$ cat src/shared/clk_select_consts.vh
// Offsets, config word fields, codes and reset values of the clock source selector
`ifndef CLK_SELECT_CONSTS_VH
`define CLK_SELECT_CONSTS_VH

`define OFF_STATUS      8'h00
`define OFF_SWITCH      8'h04
`define OFF_FLAGS       8'h08
`define OFF_POSTDIV     8'h0c
`define OFF_CONFIG      8'h10

`define CW_MODE_MSB     1
`define CW_MODE_LSB     0
`define CW_OUTFN_BIT    5
`define CW_SWMON_MSB    7
`define CW_SWMON_LSB    6
`define CW_SEL_MSB      10
`define CW_SEL_LSB      8
`define CW_ERASED       16'hffff

`define SEL_FAST_RC     3'h0
`define SEL_FAST_RC_PLL 3'h1
`define SEL_PRIMARY     3'h2
`define SEL_PRIMARY_PLL 3'h3
`define SEL_SECONDARY   3'h4
`define SEL_LOW_POWER   3'h5
`define SEL_RESERVED    3'h6
`define SEL_FAST_RC_DIV 3'h7

`define MODE_EXT_CLK    2'h0
`define MODE_CRYSTAL    2'h1
`define MODE_HIGH_SPEED 2'h2
`define MODE_PRI_OFF    2'h3

`define SWMON_MONITOR   2'h0

`define SRC_FAST_RC     2'h0
`define SRC_PRIMARY     2'h1
`define SRC_SECONDARY   2'h2
`define SRC_LOW_POWER   2'h3

`define ST_SEL_LSB      0
`define ST_MODE_LSB     3
`define ST_SW_BIT       5
`define ST_MON_BIT      6
`define ST_PLL_BIT      7
`define ST_POST_BIT     8
`define ST_UNSUP_BIT    9
`define ST_PINIO_BIT    10
`define ST_SRC_LSB      11
`define ST_BUSY_BIT     13

`define FLAG_REJECT_BIT 0
`define FLAG_DONE_BIT   1
`define FLAG_FAIL_BIT   2

`define POSTDIV_RST     3'h1

`endif

$ cat src/design/osc_mode_decode.v
// Maps a select/mode pair onto a source, PLL and postscaler use and pin function
`timescale 1ns/1ps
`include "clk_select_consts.vh"

module osc_mode_decode
(
	input  wire [2:0] sel_i,
	input  wire [1:0] mode_i,
	input  wire       outfn_i,
	output reg  [1:0] src_o,
	output reg        pll_o,
	output reg        post_o,
	output reg        pin_io_o,
	output reg        ok_o
);

	always @*
	begin
		src_o    = `SRC_FAST_RC;
		pll_o    = 1'b0;
		post_o   = 1'b0;
		pin_io_o = outfn_i;
		ok_o     = 1'b1;
		case (sel_i)
			`SEL_FAST_RC: ;
			`SEL_FAST_RC_PLL: pll_o = 1'b1;
			`SEL_PRIMARY:
			begin
				if (mode_i == `MODE_PRI_OFF)
					ok_o = 1'b0;
				else
				begin
					src_o = `SRC_PRIMARY;
					// Crystal amplifiers own the output pin
					if (mode_i != `MODE_EXT_CLK)
						pin_io_o = 1'b0;
				end
			end
			`SEL_PRIMARY_PLL:
			begin
				if (mode_i == `MODE_CRYSTAL || mode_i == `MODE_EXT_CLK)
				begin
					src_o = `SRC_PRIMARY;
					pll_o = 1'b1;
					if (mode_i == `MODE_CRYSTAL)
						pin_io_o = 1'b0;
				end
				else
					ok_o = 1'b0;
			end
			`SEL_SECONDARY: src_o = `SRC_SECONDARY;
			`SEL_LOW_POWER: src_o = `SRC_LOW_POWER;
			`SEL_FAST_RC_DIV: post_o = 1'b1;
			default: ok_o = 1'b0;
		endcase
		// Unsupported pairs fall back to the plain fast RC
		if (!ok_o)
		begin
			src_o    = `SRC_FAST_RC;
			pll_o    = 1'b0;
			post_o   = 1'b0;
			pin_io_o = outfn_i;
		end
	end

endmodule // osc_mode_decode

$ cat src/design/postscale_divider.v
// Postscaler: one-cycle enable every 2^n cycles, or every cycle when bypassed
`timescale 1ns/1ps

module postscale_divider
#(
	parameter EXP_W = 3,
	parameter CNT_W = 8
)
(
	input  wire             clk_i,
	input  wire             resetn_i,
	input  wire             enable_i,
	input  wire [EXP_W-1:0] div_exp_i,
	output reg              tick_o
);

	reg  [CNT_W-1:0] count_reg;
	wire [CNT_W-1:0] last_count;

	assign last_count = ({{(CNT_W-1){1'b0}}, 1'b1} << div_exp_i) - {{(CNT_W-1){1'b0}}, 1'b1};

	always @(posedge clk_i)
	begin
		if (!resetn_i)
		begin
			count_reg <= {CNT_W{1'b0}};
			tick_o    <= 1'b0;
		end
		else if (!enable_i)
		begin
			count_reg <= {CNT_W{1'b0}};
			tick_o    <= 1'b1;
		end
		// A shrunken divide value past the count restarts at once
		else if (count_reg >= last_count)
		begin
			count_reg <= {CNT_W{1'b0}};
			tick_o    <= 1'b1;
		end
		else
		begin
			count_reg <= count_reg + {{(CNT_W-1){1'b0}}, 1'b1};
			tick_o    <= 1'b0;
		end
	end

endmodule // postscale_divider

$ cat src/design/clk_source_select.v
// Power-on clock source selection, switch gating and fail-safe fallback
//
// Our own choices: the plain strobed port and the address map.
`timescale 1ns/1ps
`include "clk_select_consts.vh"

module clk_source_select
#(
	parameter ADDR_W = 8,
	parameter DATA_W = 16,
	parameter CNT_W  = 8
)
(
	input  wire              clk_i,
	input  wire              resetn_i,
	input  wire [15:0]       cfg_word_i,
	input  wire              osc_fail_i,
	input  wire [ADDR_W-1:0] addr_i,
	input  wire [DATA_W-1:0] wdata_i,
	input  wire              wr_i,
	input  wire              rd_i,
	output reg  [DATA_W-1:0] rdata_o,
	output reg  [2:0]        active_sel_o,
	output reg  [1:0]        osc_source_o,
	output reg  [1:0]        primary_mode_o,
	output reg               pll_en_o,
	output reg               postscaler_en_o,
	output reg               sys_clk_en_o,
	output reg               osc_pin_io_o,
	output reg               switch_allowed_o,
	output reg               monitor_en_o,
	output reg               sel_unsupported_o
);

	localparam ST_LOAD   = 2'h0;
	localparam ST_RUN    = 2'h1;
	localparam ST_SWITCH = 2'h2;

	reg  [1:0]  state_reg;
	reg  [1:0]  state_next;
	reg  [15:0] cfg_reg;
	reg  [2:0]  sel_reg;
	reg  [2:0]  sel_next;
	reg  [2:0]  pend_reg;
	reg  [2:0]  postdiv_reg;
	reg  [2:0]  flags_reg;
	reg  [2:0]  flags_next;
	reg  [DATA_W-1:0] rd_mux;

	wire [1:0]  cfg_mode;
	wire        cfg_outfn;
	wire [1:0]  cfg_swmon;
	wire        sw_allowed;
	wire        mon_en;
	wire [1:0]  dec_src;
	wire        dec_pll;
	wire        dec_post;
	wire        dec_pin_io;
	wire        dec_ok;
	wire        req_ok;
	wire        div_tick;
	wire        wr_switch;
	wire        wr_flags;
	wire        wr_postdiv;
	wire        fail_hit;
	wire        sw_accept;
	wire        sw_reject;

	// Mode, pin and switch fields come from the latched copy; the select field is taken raw at load
	assign cfg_mode   = cfg_reg[`CW_MODE_MSB:`CW_MODE_LSB];
	assign cfg_outfn  = cfg_reg[`CW_OUTFN_BIT];
	assign cfg_swmon  = cfg_reg[`CW_SWMON_MSB:`CW_SWMON_LSB];
	assign sw_allowed = ~cfg_swmon[1];
	assign mon_en     = (cfg_swmon == `SWMON_MONITOR);

	osc_mode_decode u_active_decode
	(
		.sel_i    (sel_reg),
		.mode_i   (cfg_mode),
		.outfn_i  (cfg_outfn),
		.src_o    (dec_src),
		.pll_o    (dec_pll),
		.post_o   (dec_post),
		.pin_io_o (dec_pin_io),
		.ok_o     (dec_ok)
	);

	// Same table screens a requested switch before it is taken
	osc_mode_decode u_request_decode
	(
		.sel_i    (wdata_i[2:0]),
		.mode_i   (cfg_mode),
		.outfn_i  (cfg_outfn),
		.src_o    (),
		.pll_o    (),
		.post_o   (),
		.pin_io_o (),
		.ok_o     (req_ok)
	);

	postscale_divider
	#(
		.EXP_W (3),
		.CNT_W (CNT_W)
	)
	u_postscaler
	(
		.clk_i     (clk_i),
		.resetn_i  (resetn_i),
		.enable_i  (dec_post),
		.div_exp_i (postdiv_reg),
		.tick_o    (div_tick)
	);

	assign wr_switch  = wr_i && (addr_i == `OFF_SWITCH);
	assign wr_flags   = wr_i && (addr_i == `OFF_FLAGS);
	assign wr_postdiv = wr_i && (addr_i == `OFF_POSTDIV);

	// Fallback on a failed source wins over a pending switch
	assign fail_hit  = (state_reg != ST_LOAD) && mon_en && osc_fail_i
		&& (dec_src != `SRC_FAST_RC);
	assign sw_accept = (state_reg == ST_RUN) && wr_switch && sw_allowed
		&& req_ok && !fail_hit;
	assign sw_reject = wr_switch && !sw_accept && !fail_hit;

	always @*
	begin
		state_next = state_reg;
		sel_next   = sel_reg;
		case (state_reg)
			ST_LOAD:
			begin
				sel_next   = cfg_word_i[`CW_SEL_MSB:`CW_SEL_LSB];
				state_next = ST_RUN;
			end
			ST_RUN:
			begin
				if (fail_hit)
					sel_next = `SEL_FAST_RC;
				else if (sw_accept)
					state_next = ST_SWITCH;
			end
			ST_SWITCH:
			begin
				if (fail_hit)
					sel_next = `SEL_FAST_RC;
				else
					sel_next = pend_reg;
				state_next = ST_RUN;
			end
			default:
			begin
				state_next = ST_LOAD;
			end
		endcase
	end

	// Hardware sets win over a write-one-to-clear in the same cycle
	always @*
	begin
		flags_next = flags_reg;
		if (wr_flags)
			flags_next = flags_reg & ~wdata_i[2:0];
		if (sw_reject)
			flags_next[`FLAG_REJECT_BIT] = 1'b1;
		if (state_reg == ST_SWITCH && !fail_hit)
			flags_next[`FLAG_DONE_BIT] = 1'b1;
		if (fail_hit)
			flags_next[`FLAG_FAIL_BIT] = 1'b1;
	end

	always @*
	begin
		rd_mux = {DATA_W{1'b0}};
		case (addr_i)
			`OFF_STATUS:
			begin
				rd_mux[`ST_SEL_LSB +: 3]  = sel_reg;
				rd_mux[`ST_MODE_LSB +: 2] = cfg_mode;
				rd_mux[`ST_SW_BIT]        = sw_allowed;
				rd_mux[`ST_MON_BIT]       = mon_en;
				rd_mux[`ST_PLL_BIT]       = dec_pll;
				rd_mux[`ST_POST_BIT]      = dec_post;
				rd_mux[`ST_UNSUP_BIT]     = ~dec_ok;
				rd_mux[`ST_PINIO_BIT]     = dec_pin_io;
				rd_mux[`ST_SRC_LSB +: 2]  = dec_src;
				rd_mux[`ST_BUSY_BIT]      = (state_reg != ST_RUN);
			end
			`OFF_SWITCH:  rd_mux[2:0] = pend_reg;
			`OFF_FLAGS:   rd_mux[2:0] = flags_reg;
			`OFF_POSTDIV: rd_mux[2:0] = postdiv_reg;
			`OFF_CONFIG:  rd_mux[15:0] = cfg_reg;
			default:      rd_mux = {DATA_W{1'b0}};
		endcase
	end

	always @(posedge clk_i)
	begin
		if (!resetn_i)
		begin
			state_reg   <= ST_LOAD;
			cfg_reg     <= `CW_ERASED;
			sel_reg     <= `SEL_FAST_RC_DIV;
			pend_reg    <= `SEL_FAST_RC_DIV;
			postdiv_reg <= `POSTDIV_RST;
			flags_reg   <= 3'h0;
			rdata_o     <= {DATA_W{1'b0}};
		end
		else
		begin
			state_reg <= state_next;
			sel_reg   <= sel_next;
			flags_reg <= flags_next;
			// Caught once, one edge after release; later changes are ignored
			if (state_reg == ST_LOAD)
				cfg_reg <= cfg_word_i;
			if (sw_accept)
				pend_reg <= wdata_i[2:0];
			if (wr_postdiv)
				postdiv_reg <= wdata_i[2:0];
			if (rd_i)
				rdata_o <= rd_mux;
			else
				rdata_o <= {DATA_W{1'b0}};
		end
	end

	// Every output is a flop; they trail the decode by one cycle, sys_clk_en_o by two
	always @(posedge clk_i)
	begin
		if (!resetn_i)
		begin
			active_sel_o      <= `SEL_FAST_RC_DIV;
			osc_source_o      <= `SRC_FAST_RC;
			primary_mode_o    <= `MODE_PRI_OFF;
			pll_en_o          <= 1'b0;
			postscaler_en_o   <= 1'b1;
			sys_clk_en_o      <= 1'b0;
			osc_pin_io_o      <= 1'b1;
			switch_allowed_o  <= 1'b0;
			monitor_en_o      <= 1'b0;
			sel_unsupported_o <= 1'b0;
		end
		else
		begin
			active_sel_o      <= sel_reg;
			osc_source_o      <= dec_src;
			primary_mode_o    <= cfg_mode;
			pll_en_o          <= dec_pll;
			postscaler_en_o   <= dec_post;
			sys_clk_en_o      <= div_tick;
			osc_pin_io_o      <= dec_pin_io;
			switch_allowed_o  <= sw_allowed;
			monitor_en_o      <= mon_en;
			sel_unsupported_o <= ~dec_ok;
		end
	end

endmodule // clk_source_select

$ cat config.mk
export PLATFORM = sky130hd
export DESIGN_NAME = clk_source_select
export DESIGN_NICKNAME = d
export VERILOG_FILES = /design/src/design/osc_mode_decode.v /design/src/design/postscale_divider.v /design/src/design/clk_source_select.v
export VERILOG_INCLUDE_DIRS = /design/src /design/src/shared
export SDC_FILE = /design/constraint.sdc
export NUM_CORES = 1
export LEC_CHECK = 0
export BUFFER_PORTS_ARGS = -buffer_cell sky130_fd_sc_hd__buf_2
export CAP_MARGIN = 20
export CORE_MARGIN = 4
export CORE_UTILIZATION = 55
export CTS_BUF_LIST = sky130_fd_sc_hd__clkbuf_8
export CTS_CLUSTER_SIZE = 20
export DETAILED_ROUTE_END_ITERATION = 12
export GPL_TIMING_DRIVEN = 0
export PLACE_DENSITY_LB_ADDON = 0.2
export SLEW_MARGIN = 5
export SYNTH_ARGS = -nofsm -noshare
export SYNTH_HDL_FRONTEND = slang
export SYNTH_SLANG_ARGS = --single-unit
$ cat constraint.sdc
create_clock -name clk_i -period 3.3 [get_ports clk_i]
set_clock_uncertainty 0.05 [all_clocks]
set_input_delay 0.495 -clock clk_i [delete_from_list [all_inputs] [get_ports clk_i]]
set_output_delay 0.495 -clock clk_i [all_outputs]
set_load 0.03 [all_outputs]
==> After elaboration in Yosys (flattened, before gate mapping) <==
Index checks and enable logic that the tools add are counted.
{ "classes": {"add_sub_neg": 2, "n_lt_le_gt_ge": 1, "n_eq_ne": 24, "n_shift": 1, "n_mux": 32, "bitwise_logic": 6, "n_reduce_logical": 37} }
{ "op_table": {"columns": ["cell", "count"], "rows": [
  ["$pmux W11 S2", 1],
  ["$eq A3 B3 Y1 const B", 6],
  ["$mux W1", 17],
  ["$eq A8 B4 Y1 const B", 2],
  ["$pmux W3 S5", 1],
  ["$logic_and A1 B1 Y1", 13],
  ["$eq A3 B2 Y1 const B", 4],
  ["$reduce_bool A2 Y1", 6],
  ["$reduce_or A5 Y1", 2],
  ["$mux W3", 3],
  ["$pmux W3 S3", 1],
  ["$add A8 B1 Y8 const B", 1],
  ["$eq A8 B3 Y1 const B", 1],
  ["$eq A8 B5 Y1 const B", 1],
  ["$ge A8 B8 Y1", 1],
  ["$logic_not A8 Y1", 1],
  ["$pmux W2 S4", 1],
  ["$shl A1 B3 Y8 const A", 1],
  ["$sub A8 B1 Y8 const B", 1],
  ["$eq A3 B1 Y1 const B", 2],
  ["$logic_not A2 Y1", 3],
  ["$logic_not A3 Y1", 2],
  ["$mux W2", 3],
  ["$ne A2 B2 Y1 const B", 3],
  ["16 further kinds", 26]
]} }
{ "word_totals": {"regBits": 69, "input_bits": 45, "out_inout_bits": 30, "elab_cells": 125} }

==> Depth between registers and ports, before layout <==
Gate-level depths: netlist of the first run.
{ "depth": {"ltp_word": 13, "depth_mapped": 13, "mapped_depth_nobuf": 12} }

==> Modules after synthesis <==
Synthesis of the first run repeated with hierarchy kept, for this count alone.
{ "hier_totals": {"cells_unflattened": 324, "hier_area_um2": 3163.0} }
{ "by_module_without_submodules": {"columns": ["mod", "instances", "cells_per_inst", "area_per_inst_um2", "seq_area_each_um2"], "rows": [
  ["clk_source_select", 1, 224, 2342.2, 1201.2],
  ["postscale_divider", 1, 74, 613.1, 180.2],
  ["osc_mode_decode", 2, 13, 103.8, 0.0]
]} }

==> Worst setup path after synthesis of the first run <==
OpenSTA, ideal clock, no wires.
{ "synth_timing": {"path_kind": "register to register", "start": "register postdiv_reg[0]", "end": "register u_postscaler.count_reg[7]", "setup_ns": 0.060, "t_arrival_ns": 2.584, "slack_ns": 0.606, "stages_incl_launch_ff": 14, "path_buffers": 2, "path_cell_list": "dfxtp_1 clkbuf_1 or3_1 ha_1 clkbuf_1 nor3_1 a21oi_1 o21a_1 ha_1 a21o_1 a21o_1 a211oi_1 o31a_1 and3_1"} }
{ "synth_via": {"elab_chain_len": 4} }
{ "synth_rtl": {"columns": ["item", "line_no", "rtl"], "rows": [
  ["start: declaration", "clk_source_select.v:45", "reg [2:0] postdiv_reg;"],
  ["start signal: assignment", "clk_source_select.v:205", "postdiv_reg <= `POSTDIV_RST;"],
  ["start signal: assignment", "clk_source_select.v:220", "postdiv_reg <= wdata_i[2:0];"],
  ["$shl A1 B3 Y8", "postscale_divider.v:20", "assign last_count = ({{(CNT_W-1){1'b0}}, 1'b1} << div_exp_i) - {{(CNT_W-1){1'b0}}, 1'b1};"],
  ["$sub A8 B1 Y8", "postscale_divider.v:20", null],
  ["$ge A8 B8 Y1", "postscale_divider.v:35", "else if (count_reg >= last_count)"],
  ["$reduce_or A3 Y1 (no source line)", null, null],
  ["end signal: assignment", "postscale_divider.v:26", "count_reg <= {CNT_W{1'b0}};"],
  ["end signal: assignment", "postscale_divider.v:37", "count_reg <= {CNT_W{1'b0}};"],
  ["end signal: assignment", "postscale_divider.v:42", "count_reg <= count_reg + {{(CNT_W-1){1'b0}}, 1'b1};"],
  ["end: declaration", "postscale_divider.v:17", "reg [CNT_W-1:0] count_reg;"]
]} }
Every way passes these cells.
A chain may end at the register's enable or synchronous reset.

==> Worst setup path after layout of the first run <==
{ "layout_timing": {"start": "register postdiv_reg[0]", "end": "register u_postscaler.count_reg[4]"} }
The elaborated chain is that of the path after synthesis.

==> results.md, run 1 <==
- Buffers & Inverters on Critical Path: 2
- Combinational family with the most area after synthesis: simple AND/OR/NAND/NOR gates
- Setup Total Neg Slack: 0 ns
- Total global routing overflow: 0
- Seq. cell area: 0.00138 mm^2
- Max incr delay on CP: 0.41 ns
- Area of the multi-input gates: 0.00150 mm^2
- CP delay by family, top: compound AO/OA/AOI/OAI gates
- Worst R2R Path Depth: 13
- Post-synthesis cell area: 0.00299 mm^2
- CP arrival: 3.24 ns
- Per-cell routed wire length: 14.3 um
- RSZ-0062 raised after global routing: no
- Cells after Synth: 319
- Final min period: 3.00 ns
- I/O Buffers: 61
- Ant diodes: 0
- Headroom to the max-slew limit: 0.409
- Synth Area in XOR/XNOR: 0.0264
- Critical Path Start Type: flip-flop
- Worst Setup SP: postdiv_reg[0]$_SDFFE_PN1P_
- Synth-to-layout area growth: 19.2%
- Global-route usage over all layers: 0.219
- Synth Area in Compound Gates: 0.118
- Slowest CP cell: or3_1
- Pwr dens: 505 mW/mm^2
- Overall power: 1800 uW
- Crit end category: flip-flop
- Post-CTS Setup Bufs: 0
- Die ar.: 0.00668 mm^2
- Max-Cap Viols: 0
- RR Endpoint: u_postscaler.count_reg[4]$_SDFF_PP0_
- Mapped Avg Cell Area: 9.37 um^2
- Fillers: 453
- Clock Sinks: 69
- I/O pins: 75
- Yosys top cell area share: 0.462
- Horiz. Die Dim: 81.7 um
- Post-synthesis mux area share: 0.0983
- Required @ worst endpoint: 3.54 ns
- CP max FO: 9
- Synth Warn #: 0
- VDD IR max: 0.368 mV
- Launching point of the worst reg2reg path: postdiv_reg[0]$_SDFFE_PN1P_
- Clock latency on the worst-skew pair: 0.35 ns
- Critical path class: flip-flop to flip-flop
- Simple-Gate Fraction of Synth Area: 0.194
- Effective utilization at floorplan: 0.578
- Core ar.: 0.00517 mm^2
- Status: completed
- CTS root buffer: clkbuf_8
- Post-synth EDFFs: 0
- Top-count cell post-synth: dfxtp_1
- Max Freq: 334 MHz
- Post-synth top cells: dfxtp_1 (69), nand2_1 (41), mux2i_1 (26)
- Fin. Hold Viols: 0
- Final #Nets: 451
- Fraction of layout cells with a size suffix above 1: 0.218
- Yosys top cell by area: dfxtp_1
- DRC: 0
- Placer Congestion: 0.864
- Tcrit/Tclk final: 0.908
- Antenna violations before repair: 0
- Router iterations before antenna repair: 4
- Hold_buf cts: 0
- Post-CTS sizing: 0
- Worst-path clk slew: 0.07 ns
- First-pass GRT wire length: 10900 um
- H-tree levels: 3
- Sequential fraction of the synthesis area: 0.462
- Slew @ Worst Pin: 0.878 ns
- Synth area leaders: dfxtp_1 (46%), mux2i_1 (8.7%), ha_1 (6.3%)
- Post-DP HPWL: 4940 um
- Worst setup path end: u_postscaler.count_reg[4]$_SDFF_PP0_
- Leakage: 0.00170 uW
- Yosys reg bits: 69
- CTS Buffer Depth: 2
- Antenna viol nets, final: 0
- Vias after detailed routing: 2479
- Netlist cell types: 47
- Largest net degree at the start of global routing: 11
- TritonCTS Buffers: 9
- Post-synth top flop: dfxtp_1
- Setup violations, final: 0
- Vias in the first global route: 2342
- Synth Net Count: 379
- TritonCTS clock tree: yes
- Iter 0 DRT Violations: 191
- Layout Utilization: 0.689
- R2r setup slk: 0.30 ns
- DR vias/cell: 5.34
- Hold crit path type: input pin to flip-flop
- Die height: 81.7 um
- WL final: 6660 um
- Ys async rst share: 0
- Max Transition Viols Final: 0
- # rows: 26
- Crit-path cells: clkbuf_1, or3_1, ha_1, clkbuf_1, nor3_1, a21oi_1, o21a_1, ha_1, a21o_1, a21o_1, a211oi_1, o31a_1, and3_1
- Adder-cell area share of the yosys netlist: 0.0628
- Critical path depth: 13
==> cell type report <==
cell class	instances	area share
buffer	16	0.0186
tap	70	0.0246
clock buffer	10	0.0386
inverter	12	0.0126
clock inverter	4	0.0119
sequential	69	0.388
multi-input combinational	222	0.420
timing repair buffer	61	0.0857
==> kinds of logic (layout without fill, tap and decap cells) <==
family | after synthesis | in the layout
compound gates | 52 | 52
fa+ha+maj | 15 | 15
simple gates | 116 | 116
buf+inv | 28 | 103
xor+xnor | 9 | 9
other cells | 1 | 1
flops | 69 | 69
mux | 29 | 29
==> cell usage in the layout, fill, tap and decap left out, types with 2 or more instances in the layout <==
master,count
a211oi_1,3
o211ai_1,3
buf_1,2
buf_2,66
mux2_2,3
a21o_1,3
and3_1,10
inv_1,13
nand3_1,10
clkbuf_8,10
nor2_1,19
or3_1,3
o22ai_1,4
a21oi_1,6
xnor2_1,5
and2_1,5
ha_1,15
nand3b_1,2
o22a_1,3
nor3_1,4
nor2b_1,4
nor4_1,2
nor4b_1,2
dfxtp_1,69
nand2_1,41
xor2_1,4
nand2b_1,7
clkbuf_1,9
nand4_1,2
a22o_1,4
mux2i_1,26
a22oi_1,3
a31o_2,2
o21ai_0,12
o21ai_1,3
==> worst register-to-register path: cells and delay by family, from the launching register on <==
kind            cells  cell delay (ns)
buf+inv             2             0.34
fa+ha+maj           2             0.36
compound gates      6             1.11
flops               1             0.30
simple gates        3             0.77
==> per-layer routing <==
layer | vias up | track usage | part of all wire
met3 | 16 | 0.0746 | 0.078
li1 | 1251 | - | -
met4 | 0 | 0.0781 | 0.024
met5 | - | 0 | 0
met1 | 1137 | 0.278 | 0.44
met2 | 75 | 0.346 | 0.46
==> where the power goes <==
group | internal, uW | leakage (uW) | switching, uW
clock network | 354 | 0.000101 | 297
registers | 875 | 0.000564 | 26.6
logic | 98.9 | 0.00104 | 149
==> per-stage QoR <==
| stage | std cells | hold slack, ns | instance area [um^2] | worst slack [ns] |
|---|---|---|---|---|
| global placement | 450 | 0.364 | 3380 | 0.338 |
| CTS | 464 | 0.306 | 3560 | 0.306 |
| global route | 464 | 0.323 | 3560 | 0.0313 |
| finish | 464 | 0.305 | 3560 | 0.304 |
| floorplan | 319 | 0.362 | 2990 | 0.606 |
| detailed placement | 450 | 0.369 | 3380 | 0.296 |
==> worst min path at each step <==
stage | from | cells past startpoint | end | slack [ns]
finish | cfg_word_i[0] | 3 | cfg_reg[0]$_SDFFE_PN1P_ | 0.31
global route | cfg_word_i[0] | 3 | cfg_reg[0]$_SDFFE_PN1P_ | 0.32
CTS | cfg_word_i[0] | 3 | cfg_reg[0]$_SDFFE_PN1P_ | 0.31
detailed placement | u_postscaler.tick_o$_SDFF_PN0_ | 1 | sys_clk_en_o$_SDFF_PN0_ | 0.37
global placement | u_postscaler.tick_o$_SDFF_PN0_ | 1 | sys_clk_en_o$_SDFF_PN0_ | 0.36
floorplan | u_postscaler.tick_o$_SDFF_PN0_ | 1 | sys_clk_en_o$_SDFF_PN0_ | 0.36
Note: power is estimated with default switching activity, not from simulation.
==> run 2: changes to the inputs <==
--- a/config.mk
+++ b/config.mk
@@ -18,4 +18,5 @@
 export SLEW_MARGIN = 5
 export SYNTH_ARGS = -nofsm -noshare
 export SYNTH_HDL_FRONTEND = slang
+export SYNTH_HIERARCHICAL = 1
 export SYNTH_SLANG_ARGS = --single-unit
==> results.md, run 2 <==
- Status: completed
- Post-CTS sizing: 0
- Post-synthesis cell area: 0.00308 mm^2
- CTS root buffer: clkbuf_8
- CP max FO: 8
- Post-DP HPWL: 5180 um
- Effective utilization at floorplan: 0.584
- I/O pins: 75
- Largest net degree at the start of global routing: 13
- DR vias/cell: 5.47
- Hold_buf cts: 0
- Router iterations before antenna repair: 4
- Setup Total Neg Slack: 0 ns
- # rows: 26
- Pwr dens: 741 mW/mm^2
- Layout Utilization: 0.704
- Reg power frac: 0.400
- Antenna violations before repair: 0
- Synth Net Count: 374
- DRC: 0
- Worst-path clk slew: 0.08 ns
- Launching point of the worst reg2reg path: postdiv_reg[1]$_SDFFE_PN0P_
- Clk pwr share: 0.307
- Final #Nets: 444
- Worst Setup SP: postdiv_reg[1]$_SDFFE_PN0P_
- Placer Congestion: 0.873
- Slowest CP cell: or3_1
- Antenna viol nets, final: 0
- Fillers: 424
- TritonCTS Buffers: 9
- Most frequent cells in the layout: dfxtp_1 (69), buf_2 (64), nand2_1 (38), mux2i_1 (21), nor2_1 (17)
- Tcrit/Tclk final: 0.805
- Cells after Synth: 314
- Clock Sinks: 69
- WHS: 0.305 ns
- Die height: 82.8 um
- Setup violations, final: 0
- Metal2 WL: 3260 um
- Slew @ Worst Pin: 0.493 ns
- # placed instances: 443
- I/O Buffers: 59
- Fin. Hold Viols: 0
- Max Freq: 376 MHz
- Max-Cap Viols: 0
- Critical Path Start Type: flip-flop
- Sw Share: 0.327
- DRT met1 WL: 3040 um
- Most common cell after layout, fill and taps aside: dfxtp_1
- P_int: 1850 uW
- WL final: 7020 um
- RSZ-0062 raised after global routing: no
- Post-CTS Setup Bufs: 0
- Crit-path cells: or3_1, ha_1, clkbuf_1, xor2_1, nor2_1, a21oi_1, ha_1, nand2_1, o2111ai_1, a211o_2, nor2_1
- Final min period: 2.66 ns
- Max Transition Viols Final: 0
- Max incr delay on CP: 0.42 ns
- Core ar.: 0.00527 mm^2
- Fraction of layout cells with a size suffix above 1: 0.252
- Required @ worst endpoint: 3.54 ns
- Horiz. Die Dim: 82.8 um
- R2r setup slk: 0.64 ns
- Vias after detailed routing: 2513
- Pre-CTS setup slack: 0.662 ns
- VDD IR max: 0.506 mV
- Crit end category: flip-flop
- Clock latency on the worst-skew pair: 0.35 ns
- First-pass GRT wire length: 12100 um
- Gate power share: 0.292
- Total global routing overflow: 0
- Per-cell routed wire length: 15.3 um
- Iter 0 DRT Violations: 138
- Critical path class: flip-flop to flip-flop
- Hold crit path type: input pin to flip-flop
- Global-route usage over all layers: 0.219
- Vias in the first global route: 2514
- Net Switching: 899 uW
- CTS Buffer Depth: 2
- TritonCTS clock tree: yes
- CP arrival: 2.89 ns
- Met3 WL: 524 um
- Worst R2R Path Depth: 11
- Die ar.: 0.00686 mm^2
- Synth-to-layout area growth: 20.5%
- H-tree levels: 3
- Worst setup path end: u_postscaler/count_reg[5]$_SDFF_PP0_
- Mapped Avg Cell Area: 9.80 um^2
- Headroom to the max-slew limit: 0.663
- RR Endpoint: u_postscaler/count_reg[5]$_SDFF_PP0_
- Ant diodes: 0
- Leakage: 0.00168 uW
- Setup slack after layout: 0.644 ns
- Top Layer Used: met4
- Post-Layout Cell Count: 459
- Synth Warn #: 6
-- run 2: cell types whose count changed in the layout (fill, tap and decap cells not counted), moves of 4 or more --
cell and change:
a31oi_1 +4, nand3_1 -8, nor2b_1 +6, mux2i_1 -5
and2_1 +8, clkbuf_1 -4, and3_1 -7
-- run 2: critical path: cells and delay by family (launching register included) --
family / cells / cell delay (ns)
AND/OR/NAND/NOR: 4 / 0.74
AO/OA/AOI/OAI: 3 / 0.61
adder cells (fa/ha/maj): 2 / 0.49
flip-flops: 1 / 0.38
buffers and inverters: 1 / 0.17
XOR/XNOR: 1 / 0.17
-- run 2: how the worst min path moves through the flow --
stage	startpoint	end	slack [ns]	depth (start not counted)
final	cfg_word_i[4]	cfg_reg[4]$_SDFFE_PN1P_	0.30	3
after global routing	cfg_word_i[15]	cfg_reg[15]$_SDFFE_PN1P_	0.30	3
after CTS	cfg_word_i[4]	cfg_reg[4]$_SDFFE_PN1P_	0.29	3
after detailed placement	cfg_reg[14]$_SDFFE_PN1P_	rdata_o[14]$_SDFF_PN0_	0.39	1
after global placement	u_postscaler/tick_o$_SDFF_PN0_	sys_clk_en_o$_SDFF_PN0_	0.38	1
after floorplan	u_postscaler/tick_o$_SDFF_PN0_	sys_clk_en_o$_SDFF_PN0_	0.36	1
-- run 2: power by group through the flow --
| stage | logic [uW] | clock network (uW) | registers (uW) |
|---|---|---|---|
| 6_report | 803 | 844 | 1100 |
| 5_1_grt | 888 | 891 | 1120 |
| 4_1_cts | 805 | 861 | 1100 |
| 3_5_place_dp | 797 | 0 | 1120 |
| 3_3_place_gp | 779 | 0 | 1110 |
| 2_1_floorplan | 551 | 0 | 1150 |
-- run 2: through the flow --
step | total power, uW | instance area (um^2)
final | 2750 | 3710
after global placement | 1890 | 3460
after global routing | 2900 | 3710
after detailed placement | 1920 | 3460
after floorplan | 1710 | 3080
after CTS | 2770 | 3710
-- run 2: area by class of cell --
cell class	instances	area [um^2]	area share
Multi-Input combinational cell	220	1580	0.427
Sequential cell	69	1380	0.372
Timing Repair Buffer	59	295	0.0796
Clock buffer	10	138	0.0371
Clock inverter	6	110	0.0297
Tap cell	70	87.6	0.0236
Buffer	13	67.6	0.0182
Inverter	12	45.0	0.0121
-- run 2: layer usage --
layer  track usage  vias up
li1              -     1245
met4        0.0981        0
met1         0.274     1160
met2         0.346       91
met3        0.0673       17
met5             0        -
